<file path="src/include/idf_regs.svh">
`ifndef IDF_REGS_SVH
`define IDF_REGS_SVH
// ****************************************
// Timing figures and derived cycle counts
// ****************************************
`define IDF_CLK_PERIOD_PS 32'h0000_1F40
// Fixed widths in picoseconds, as printed (125 ns, 6.425 us, 2.55 ms, 5/1 us, 500/100 ns)
`define IDF_W_LT0_PS 32'h0001_E848
`define IDF_W_LT1_PS 32'h0062_0A28
`define IDF_W_LT2_PS 32'h97FD_9F00
`define IDF_W_TD0_PS 32'h004C_4B40
`define IDF_W_TD1_PS 32'h000F_4240
`define IDF_W_TD2_PS 32'h0007_A120
`define IDF_W_TD3_PS 32'h0001_86A0
// Reset width of isolated lines: 0.1 ms
`define IDF_W_ISO_PS 32'h05F5_E100
// Pass widths round down, so a pulse of the full time always fills them
`define IDF_CYC(ps) ((ps) / `IDF_CLK_PERIOD_PS)
`define IDF_SEL_W 3
`define IDF_SEL_FIX0 3'h0
`define IDF_SEL_FIX1 3'h1
`define IDF_SEL_FIX2 3'h2
`define IDF_SEL_FIX3 3'h3
`define IDF_SEL_CUSTOM 3'h4
`define IDF_SEL_ISO 3'h5
`define IDF_NUM_LINES 16
`define IDF_CNT_W 32
`define IDF_ONE 32'h0000_0001
`define IDF_ZERO 32'h0000_0000
`endif

</file>
<file path="src/include/idf_pkg.sv">
package idf_pkg;
  // Per-line conditioning mode
  typedef enum logic [1:0] {
    IDF_MODE_BYPASS,
    IDF_MODE_FILTER,
    IDF_MODE_SYNC
  } idf_mode_t;
  // Device family variant
  typedef enum logic {
    IDF_FAM_LOWER,
    IDF_FAM_TIMER
  } idf_fam_t;
endpackage : idf_pkg

</file>
<file path="src/logic/idf_line.sv">
`timescale 1ns/1ns
`include "idf_regs.svh"
// One line: stability counter filter with tick-driven sampling
module idf_line (
  input wire logic ref_clk_i,
  input wire logic rst_b_i,
  input wire logic in_i,
  input wire logic tick_i,
  input wire logic filt_en_i,
  input wire logic [`IDF_CNT_W-1:0] width_i,
  output logic out_o
);
  logic out_r, out_nxt;
  logic [`IDF_CNT_W-1:0] cnt_r, cnt_nxt;

  // ****************************************
  // Stability counter
  // ****************************************
  // Counter restarts whenever input matches output; output flips at the selected width
  always_comb begin
    out_nxt = out_r;
    cnt_nxt = cnt_r;
    if (!filt_en_i) begin
      out_nxt = in_i;
      cnt_nxt = `IDF_ZERO;
    end else if (in_i == out_r) begin
      cnt_nxt = `IDF_ZERO;
    end else if (tick_i) begin
      if (cnt_r + `IDF_ONE >= width_i) begin
        out_nxt = in_i;
        cnt_nxt = `IDF_ZERO;
      end else begin
        cnt_nxt = cnt_r + `IDF_ONE;
      end
    end
  end

  always_ff @(posedge ref_clk_i or negedge rst_b_i) begin
    if (!rst_b_i) begin
      out_r <= 1'b0;
      cnt_r <= `IDF_ZERO;
    end else begin
      out_r <= out_nxt;
      cnt_r <= cnt_nxt;
    end
  end

  assign out_o = out_r;

  // Output never moves while filtering unless the counter finished
  AST_LINE_HOLD: assert property (@(posedge ref_clk_i) disable iff (!rst_b_i)
    (filt_en_i && $past(filt_en_i) && out_r != $past(out_r)) |-> $past(tick_i))
    else $error("filtered output changed without a tick");
endmodule : idf_line

</file>
<file path="src/logic/input_debounce_filter.sv">
`timescale 1ns/1ns
`include "idf_regs.svh"
// Functional notes
// - Lower family filters counter-routed lines and isolated lines in their reset default only, not other general digital inputs.
// - Lower family lines pick 125 ns, 6.425 us or 2.55 ms independently.
// - With filtering on, pulses at least the minimum width always pass.
// - Timer family offers resampling on fastest timebase instead of filtering.
// - Timer family lines pick one of four fixed widths or custom.
// - One shared custom width serves every line not using a fixed width.
// - Timer family rejects pulses no longer than half the pass width.
// - Custom width interval is counted by each line's own 32-bit stability counter.
// - Filtering and synchronisation together on one line are rejected.
// - Filter applies to counter, timebase, sample clock and trigger inputs.
// - Isolated lines come out of reset filtered at 0.1 ms.
// - Output changes only after the new level held the selected width.
module input_debounce_filter (
  input wire logic ref_clk_i,
  input wire logic rst_b_i,
  input wire idf_pkg::idf_fam_t family_i,
  input wire logic [`IDF_NUM_LINES-1:0] line_i,
  input wire logic [`IDF_NUM_LINES-1:0] counter_route_i,
  input wire logic [`IDF_NUM_LINES-1:0] isolated_i,
  input wire logic [`IDF_NUM_LINES-1:0] filt_en_i,
  input wire logic [`IDF_NUM_LINES-1:0] sync_en_i,
  input wire logic [`IDF_NUM_LINES*`IDF_SEL_W-1:0] width_sel_i,
  input wire logic [`IDF_CNT_W-1:0] custom_width_i,
  input wire logic ext_tb_i,
  input wire logic ext_tb_src_en_i,
  input wire logic ext_tb_rate_set_i,
  input wire logic [`IDF_CNT_W-1:0] ext_tb_rate_i,
  output logic [`IDF_NUM_LINES-1:0] line_o,
  output logic [`IDF_NUM_LINES-1:0] cfg_err_o,
  output logic ext_tb_active_o
);
  // ****************************************
  // Input synchronisers and isolated-line defaults
  // ****************************************
  logic [`IDF_NUM_LINES-1:0] s1_r, s2_r, s3_r, stab_r, stab_nxt;
  logic [`IDF_NUM_LINES-1:0] iso_init_r, iso_init_nxt;
  logic ext1_r, ext2_r, ext3_r, ext_r, ext_nxt, ext_prev_r;
  logic started_r;

  // A change counts once second and third stages agree
  always_comb begin
    stab_nxt = stab_r;
    for (int i = 0; i < `IDF_NUM_LINES; i++) begin
      if (s2_r[i] == s3_r[i]) begin
        stab_nxt[i] = s3_r[i];
      end
    end
    ext_nxt = (ext2_r == ext3_r) ? ext3_r : ext_r;
    // Isolated lines keep default filtering until software touches their enable
    iso_init_nxt = iso_init_r;
    if (!started_r) begin
      iso_init_nxt = isolated_i;
    end else begin
      iso_init_nxt = iso_init_r & ~filt_en_i;
    end
  end

  always_ff @(posedge ref_clk_i or negedge rst_b_i) begin
    if (!rst_b_i) begin
      s1_r <= '0;
      s2_r <= '0;
      s3_r <= '0;
      stab_r <= '0;
      ext1_r <= 1'b0;
      ext2_r <= 1'b0;
      ext3_r <= 1'b0;
      ext_r <= 1'b0;
      ext_prev_r <= 1'b0;
      iso_init_r <= '0;
      started_r <= 1'b0;
    end else begin
      s1_r <= line_i;
      s2_r <= s1_r;
      s3_r <= s2_r;
      stab_r <= stab_nxt;
      ext1_r <= ext_tb_i;
      ext2_r <= ext1_r;
      ext3_r <= ext2_r;
      ext_r <= ext_nxt;
      ext_prev_r <= ext_r;
      iso_init_r <= iso_init_nxt;
      started_r <= 1'b1;
    end
  end

  // ****************************************
  // Filter timebase: internal tick or external edges
  // ****************************************
  // Only both settings together switch to the external timebase
  logic use_ext;
  logic ext_tick;
  logic ext_act_r;
  assign use_ext = ext_tb_src_en_i & ext_tb_rate_set_i;
  assign ext_tick = ext_r & ~ext_prev_r;

  // Registered so the status output comes straight from a flop
  always_ff @(posedge ref_clk_i or negedge rst_b_i) begin
    if (!rst_b_i) begin
      ext_act_r <= 1'b0;
    end else begin
      ext_act_r <= use_ext;
    end
  end
  assign ext_tb_active_o = ext_act_r;

  // ****************************************
  // Per-line mode and width selection
  // ****************************************
  localparam logic [`IDF_CNT_W-1:0] CYC_LT0 = `IDF_CYC(`IDF_W_LT0_PS);
  localparam logic [`IDF_CNT_W-1:0] CYC_LT1 = `IDF_CYC(`IDF_W_LT1_PS);
  localparam logic [`IDF_CNT_W-1:0] CYC_LT2 = `IDF_CYC(`IDF_W_LT2_PS);
  localparam logic [`IDF_CNT_W-1:0] CYC_TD0 = `IDF_CYC(`IDF_W_TD0_PS);
  localparam logic [`IDF_CNT_W-1:0] CYC_TD1 = `IDF_CYC(`IDF_W_TD1_PS);
  localparam logic [`IDF_CNT_W-1:0] CYC_TD2 = `IDF_CYC(`IDF_W_TD2_PS);
  localparam logic [`IDF_CNT_W-1:0] CYC_TD3 = `IDF_CYC(`IDF_W_TD3_PS);
  localparam logic [`IDF_CNT_W-1:0] CYC_ISO = `IDF_CYC(`IDF_W_ISO_PS);

  logic [`IDF_NUM_LINES-1:0] filt_out;
  logic [`IDF_NUM_LINES-1:0] out_nxt, out_r, err_nxt, err_r;
  idf_pkg::idf_mode_t mode [`IDF_NUM_LINES];

  genvar g;
  generate
    for (g = 0; g < `IDF_NUM_LINES; g++) begin : g_line
      logic [`IDF_SEL_W-1:0] sel;
      logic [`IDF_CNT_W-1:0] width;
      logic tick;
      logic want_f;
      logic conflict;
      assign sel = width_sel_i[g*`IDF_SEL_W +: `IDF_SEL_W];
      assign want_f = filt_en_i[g] | iso_init_r[g];
      // Both methods at once is refused; the line passes through unfiltered
      assign conflict = want_f & sync_en_i[g];

      // Width: lower family picks among three, timer among four or the shared custom
      always_comb begin
        width = CYC_TD3;
        if (iso_init_r[g]) begin
          width = CYC_ISO;
        end else if (family_i == idf_pkg::IDF_FAM_LOWER) begin
          case (sel)
            `IDF_SEL_FIX0: width = CYC_LT0;
            `IDF_SEL_FIX1: width = CYC_LT1;
            default: width = CYC_LT2;
          endcase
        end else begin
          case (sel)
            `IDF_SEL_FIX0: width = CYC_TD0;
            `IDF_SEL_FIX1: width = CYC_TD1;
            `IDF_SEL_FIX2: width = CYC_TD2;
            `IDF_SEL_FIX3: width = CYC_TD3;
            // Custom interval is counted by the line's own 32-bit counter
            default: width = (custom_width_i == `IDF_ZERO) ? `IDF_ONE : custom_width_i;
          endcase
          // External timebase counts its own edges, width in timebase periods
          if (use_ext && sel == `IDF_SEL_CUSTOM) begin
            width = ext_tb_rate_i == `IDF_ZERO ? `IDF_ONE : ext_tb_rate_i;
          end
        end
      end
      assign tick = (use_ext && family_i == idf_pkg::IDF_FAM_TIMER && sel == `IDF_SEL_CUSTOM)
        ? ext_tick : 1'b1;

      // Mode: lower family may filter only counter-routed lines and isolated lines in their reset default
      always_comb begin
        mode[g] = idf_pkg::IDF_MODE_BYPASS;
        if (conflict) begin
          mode[g] = idf_pkg::IDF_MODE_BYPASS;
        end else if (want_f && (family_i == idf_pkg::IDF_FAM_TIMER || counter_route_i[g]
            || iso_init_r[g])) begin
          mode[g] = idf_pkg::IDF_MODE_FILTER;
        end else if (sync_en_i[g] && family_i == idf_pkg::IDF_FAM_TIMER) begin
          mode[g] = idf_pkg::IDF_MODE_SYNC;
        end
      end

      // Pulses of the full width pass; under half always die since width counts whole
      idf_line u_line (
        .ref_clk_i(ref_clk_i),
        .rst_b_i(rst_b_i),
        .in_i(stab_r[g]),
        .tick_i(tick),
        .filt_en_i(mode[g] == idf_pkg::IDF_MODE_FILTER),
        .width_i(width),
        .out_o(filt_out[g])
      );
    end
  endgenerate

  // ****************************************
  // Output registers
  // ****************************************
  // Sync mode is the resampled level on the fastest timebase, i.e. this clock
  always_comb begin
    for (int i = 0; i < `IDF_NUM_LINES; i++) begin
      out_nxt[i] = (mode[i] == idf_pkg::IDF_MODE_FILTER) ? filt_out[i] : stab_r[i];
      err_nxt[i] = (filt_en_i[i] | iso_init_r[i]) & sync_en_i[i];
    end
  end

  always_ff @(posedge ref_clk_i or negedge rst_b_i) begin
    if (!rst_b_i) begin
      out_r <= '0;
      err_r <= '0;
    end else begin
      out_r <= out_nxt;
      err_r <= err_nxt;
    end
  end
  assign line_o = out_r;
  assign cfg_err_o = err_r;

  // ****************************************
  // Checks
  // ****************************************
  AST_CONFLICT_FLAG: assert property (@(posedge ref_clk_i) disable iff (!rst_b_i)
    (filt_en_i[12] && sync_en_i[12]) |=> cfg_err_o[12])
    else $error("conflict not flagged");
  AST_CONFLICT_NOFILT: assert property (@(posedge ref_clk_i) disable iff (!rst_b_i)
    (filt_en_i[12] && sync_en_i[12]) |-> mode[12] != idf_pkg::IDF_MODE_FILTER)
    else $error("filter active during conflict");
  AST_LOWER_GP: assert property (@(posedge ref_clk_i) disable iff (!rst_b_i)
    (family_i == idf_pkg::IDF_FAM_LOWER && !counter_route_i[10] && !iso_init_r[10])
      |-> mode[10] != idf_pkg::IDF_MODE_FILTER)
    else $error("filtering a non-counter line");
  AST_EXT_BOTH: assert property (@(posedge ref_clk_i) disable iff (!rst_b_i)
    (!ext_tb_src_en_i || !ext_tb_rate_set_i) |=> !ext_tb_active_o)
    else $error("external timebase with partial setup");
  AST_SYNC_PASS: assert property (@(posedge ref_clk_i) disable iff (!rst_b_i)
    (mode[13] == idf_pkg::IDF_MODE_SYNC) |=> line_o[13] == $past(stab_r[13]))
    else $error("sync mode output mismatch");
  AST_LT_SHORT: assert property (@(posedge ref_clk_i) disable iff (!rst_b_i)
    (family_i == idf_pkg::IDF_FAM_LOWER && !iso_init_r[2] && width_sel_i[8:6] == `IDF_SEL_FIX0)
      |-> g_line[2].width == CYC_LT0)
    else $error("wrong lower width");
  AST_CUSTOM_SHARED: assert property (@(posedge ref_clk_i) disable iff (!rst_b_i)
    (family_i == idf_pkg::IDF_FAM_TIMER && !use_ext && !iso_init_r[4] && !iso_init_r[9]
      && width_sel_i[14:12] == `IDF_SEL_CUSTOM && width_sel_i[29:27] == `IDF_SEL_CUSTOM)
      |-> g_line[4].width == g_line[9].width)
    else $error("custom width not shared");
  AST_ISO_DEFAULT: assert property (@(posedge ref_clk_i) disable iff (!rst_b_i)
    iso_init_r[15] |-> g_line[15].width == CYC_ISO)
    else $error("isolated default width wrong");
  COV_FILTER: cover property (@(posedge ref_clk_i) mode[0] == idf_pkg::IDF_MODE_FILTER
    && line_o[0] != $past(line_o[0]));
  COV_SYNC: cover property (@(posedge ref_clk_i) mode[13] == idf_pkg::IDF_MODE_SYNC);
  COV_CONFLICT: cover property (@(posedge ref_clk_i) cfg_err_o[12]);
  COV_EXT: cover property (@(posedge ref_clk_i) ext_tb_active_o && ext_tick);
endmodule : input_debounce_filter

</file>
<file path="config.mk">
export PLATFORM = sky130hd
export DESIGN_NAME = input_debounce_filter
export DESIGN_NICKNAME = d
export VERILOG_FILES = /design/src/include/idf_pkg.sv /design/src/logic/idf_line.sv /design/src/logic/input_debounce_filter.sv
export VERILOG_INCLUDE_DIRS = /design/src /design/src/include
export SDC_FILE = /design/constraint.sdc
export NUM_CORES = 2
export LEC_CHECK = 0
export ABC_AREA = 1
export BUFFER_PORTS_ARGS = -buffer_cell sky130_fd_sc_hd__buf_2
export CAP_MARGIN = 20
export CELL_PAD_IN_SITES_DETAIL_PLACEMENT = 0
export CELL_PAD_IN_SITES_GLOBAL_PLACEMENT = 1
export CORE_ASPECT_RATIO = 1.4
export CORE_UTILIZATION = 42
export DETAILED_ROUTE_END_ITERATION = 7
export GPL_ROUTABILITY_DRIVEN = 0
export PLACE_DENSITY_LB_ADDON = 0.1
export SYNTH_ARGS = -nofsm -noshare
export SYNTH_HDL_FRONTEND = slang
export SYNTH_SLANG_ARGS = --single-unit
</file>
<file path="constraint.sdc">
create_clock -name ref_clk_i -period 2.4 [get_ports ref_clk_i]
set_input_delay 0.48 -clock ref_clk_i [delete_from_list [all_inputs] [get_ports ref_clk_i]]
set_output_delay 0.48 -clock ref_clk_i [all_outputs]
set_load 0.03 [all_outputs]
</file>
==> results.toml <==
[run_status]
status = "finished, violations left"
violations = "DRC, setup timing"

[global_routing]
grt_pass1_vias = 78000
grt_max_degree = 66
antenna_found_initial = 27
grt_first_pass_wirelength_mm = 455
grt.total_usage_pct = 39.7
grt-ovfl-total = 0

[synth]
synth_edf_count = 0
seq_area_frac_synth_pct = 26.0
synth.net_count = 10400
netlist_top_cells_area = "dfrtp_1, nand2_1, ha_1, nor2_1, nand4_1"
postSynthAreaPerCell_um2 = 6.41
syn_area_um2 = 62200
synth.distinct_cells = 54
synth_top_flop_cell = "dfrtp_1"
synth_top_area_share_pct = 26.0
async_flop_share_pct = 100
synth_top_cell_by_area = "dfrtp_1"
ys_seq_elements = 647
postSynthCellCount = 9703
synth_warnings = 0

[critical_path]
r2r-start = "g_line[14].u_line.cnt_r[0]"
worst-endpoint-required_ps = 3040
reg2regPathDepth = 20
cp-start-kind = "register"
worstReg2RegEnd = "g_line[14].u_line.out_o"
critPathMaxFanout = 6
rrSetupSlack_ps = -570
worst_setup_path_end_kind = "register"
worstPathArrival_ps = 3610
worstSetupPathType = "reg2reg"

[placed_design]
dp_hpwl_mm = 216
post-place-cells = 13600
port_buffers = 230
place_area_um2 = 82700

[cells_and_area]
nets = 12900
final_cell_area_um2 = 97300
area_delta_synth_final_pct = 56.4
drive_gt1_share_pct = 35.7
fin_util_pct = 66.3
finalNonFillerCells = 14200

[timing]
hold_violations = 0
clock.fmax_mhz = 337
setup_viol = 528
rsz0062_at_grt = "true"
fin_worst_skew_ps = 41.0
worstMarginPinSlew_ps = 979
slew_headroom_pct = 34.2
period_minus_slack_ps = 2970
report.final.slew_viol_count = 0
finalWorstSetupSlack_ps = -572
fin_crit_sh_pct = 124
hold_ws_ps = 28.8
tns_ps = -208400

[pwr]
p_leak_uw = 0.0506
p_per_area_nw_per_um2 = 365
vdd_drop_max_mv = 0.542

[detailed_routing]
routed_wl_mm = 308
final_antenna_net_count = 0
first_pass_iters = 8
first_iter_violations = 7508
num_vias = 79300
routedWlPerCell_um = 21.7
drc = 29
vias_per_cell = 5.59

[cts]
clock_sink_count = 647
clock_tree.buffer_depth = 3
numCtsBuffers = 83
cts.htree.levels = 3
root_buffer = "clkbuf_16"
path_clk_slew_ps = 60
insertion_delay_ps = 760
cts_tree = "built"

[floorplanning]
core_um2 = 147000
die-area_um2 = 150000
die_h_um = 457
row_count = 166
pin_count = 231
start_util_pct = 42.4
die_w_um = 327

[hold_path]
min-delay-start = "filt_en_i[5]"
min_path_type = "in2reg"
whs_path_depth = 3
hold_end = "cfg_err_o[5]"

[flow_run]
max_cap_viol_count = 0
cell families after synthesis:
family                   after synthesis  share of synthesized area (%)
XOR/XNOR                             338                           4.77
AO/OA/AOI/OAI                       1155                           11.1
adder cells (fa/ha/maj)              545                           10.9
multiplexers                          13                          0.235
AND/OR/NAND/NOR                     5633                           38.0
other                                  1                        0.00603
buffers and inverters               1371                           8.94
flip-flops                           647                           26.0
area by class of cell:
cell class,count,area [µm²]
inverter,954,3620
sequential,647,16200
tap,1932,2420
clock buffer,104,2270
clock inverter,50,687
antenna,11,27.5
timing repair buffer,2804,24700
fill,12700,49400
multi-input combinational,7686,47300
routing by layer:
metal,vias up,GRT usage [%],wire [µm]
met3,1288,8.85,28500
met1,37400,45.5,113000
met5,-,0,174
li1,36900,-,-
met2,3710,64.8,140000
met4,26,29.1,26100
power by group:
group	leakage, µW	switching (µW)	internal, µW
clock	0.00144	5990	8270
sequential	0.00873	270	11200
combinational	0.0404	6120	3660
through the flow:
| stage | total power [µW] | setup WS, ps |
|---|---|---|
| 3_3_place_gp | 19900 | -1160 |
| 2_1_floorplan | 15800 | -278 |
| 6_report | 35500 | -572 |
| 3_5_place_dp | 20000 | -1210 |
| 4_1_cts | 35200 | -463 |
| 5_1_grt | 36500 | -692 |
sequential cells by signal (all words and copies together), names as in the netlist:
name and count:
s1_r 16, ext3_r 1, g_line.u_line.out_o 16, cfg_err_o 16
stab_r 16, line_o 16, s3_r 16, ext_r 1
ext2_r 1, g_line.u_line.cnt_r 512, s2_r 16, iso_init_r 16
started_r 1, ext_tb_active_o 1, ext_prev_r 1, ext1_r 1
synth_stat cells, types with 43 or more instances:
library cell     n
nand4_1        572
nand2_1       3341
xnor2_1        143
nor2_1        1255
nor3_1          55
inv_1          904
ha_1           528
a31oi_1         48
buf_4           43
a21oi_1        279
dfrtp_1        647
o22ai_1        170
clkbuf_1       208
buf_2          148
a21o_1          49
o221ai_1       107
nand3_1        306
o21ai_0        390
xor2_1         194
worst max-delay path: stages, from the launching register on:
cell	delay [ps]
dfrtp_1	400
ha_2	210
nand2_2	70
inv_2	80
nand3_4	80
buf_6	130
nor2_4	120
nand2_1	70
xor2_1	180
inv_2	80
ha_4	290
nand2_4	60
nor2_4	120
nand4_1	190
nor2_2	220
nand2_4	160
buf_12	180
nand2_4	50
nand2_2	40
nand2_2	70
nand2_2	50
how the worst max path moves through the flow:
stage	start	end
2_1_floorplan	ext_tb_src_en_i	g_line[1].u_line.cnt_r[18]
4_1_cts	g_line[12].u_line.cnt_r[11]	g_line[12].u_line.out_o
3_5_place_dp	custom_width_i[7]	g_line[2].u_line.cnt_r[30]
3_3_place_gp	custom_width_i[7]	g_line[14].u_line.out_o
5_1_grt	g_line[14].u_line.cnt_r[0]	g_line[14].u_line.out_o
6_report	g_line[14].u_line.cnt_r[0]	g_line[14].u_line.out_o
layout by cell type (no fill, tap or decap), drive strengths merged, types with 2 or more instances in the layout:
| cell type | netlist | layout |
|---|---|---|
| nand2 | 3345 | 3345 |
| buf | 209 | 2746 |
| nor2 | 1283 | 1284 |
| inv | 923 | 929 |
| dfrtp | 647 | 647 |
| nand4 | 572 | 572 |
| ha | 528 | 528 |
| o21ai | 428 | 428 |
| nand3 | 320 | 320 |
| a21oi | 289 | 289 |
| xor2 | 194 | 194 |
| o22ai | 170 | 170 |
| xnor2 | 144 | 144 |
| clkbuf | 208 | 109 |
| o221ai | 107 | 107 |
| nor3 | 59 | 59 |
| clkinv | 31 | 56 |
| dlygate4sd3 | 0 | 51 |
| a21o | 49 | 49 |
| a31oi | 48 | 48 |
| nand3b | 24 | 24 |
| nor4 | 18 | 18 |
| o2111ai | 17 | 17 |
| maj3 | 17 | 17 |
| bufinv | 0 | 14 |
| mux2 | 13 | 13 |
| a21boi | 12 | 12 |
| diode | 0 | 11 |
| o31ai | 11 | 11 |
| o21bai | 11 | 11 |
| o211ai | 10 | 10 |
| and3 | 6 | 6 |
| clkinvlp | 0 | 5 |
| nor3b | 5 | 5 |
| o21a | 2 | 2 |
| bufbuf | 0 | 2 |
what timing repair did:
item / in CTS / in global routing
setup endpoints to repair: 528 / 528
hold buffers: 51 / 0
gates resized for setup: 1312 / 533
cloned: 57 / 4
endpoints found under the hold margin: 60 / 0
setup buffers: 274 / 71
pin swaps: 653 / 520
Power figures use the tool's default switching activity.
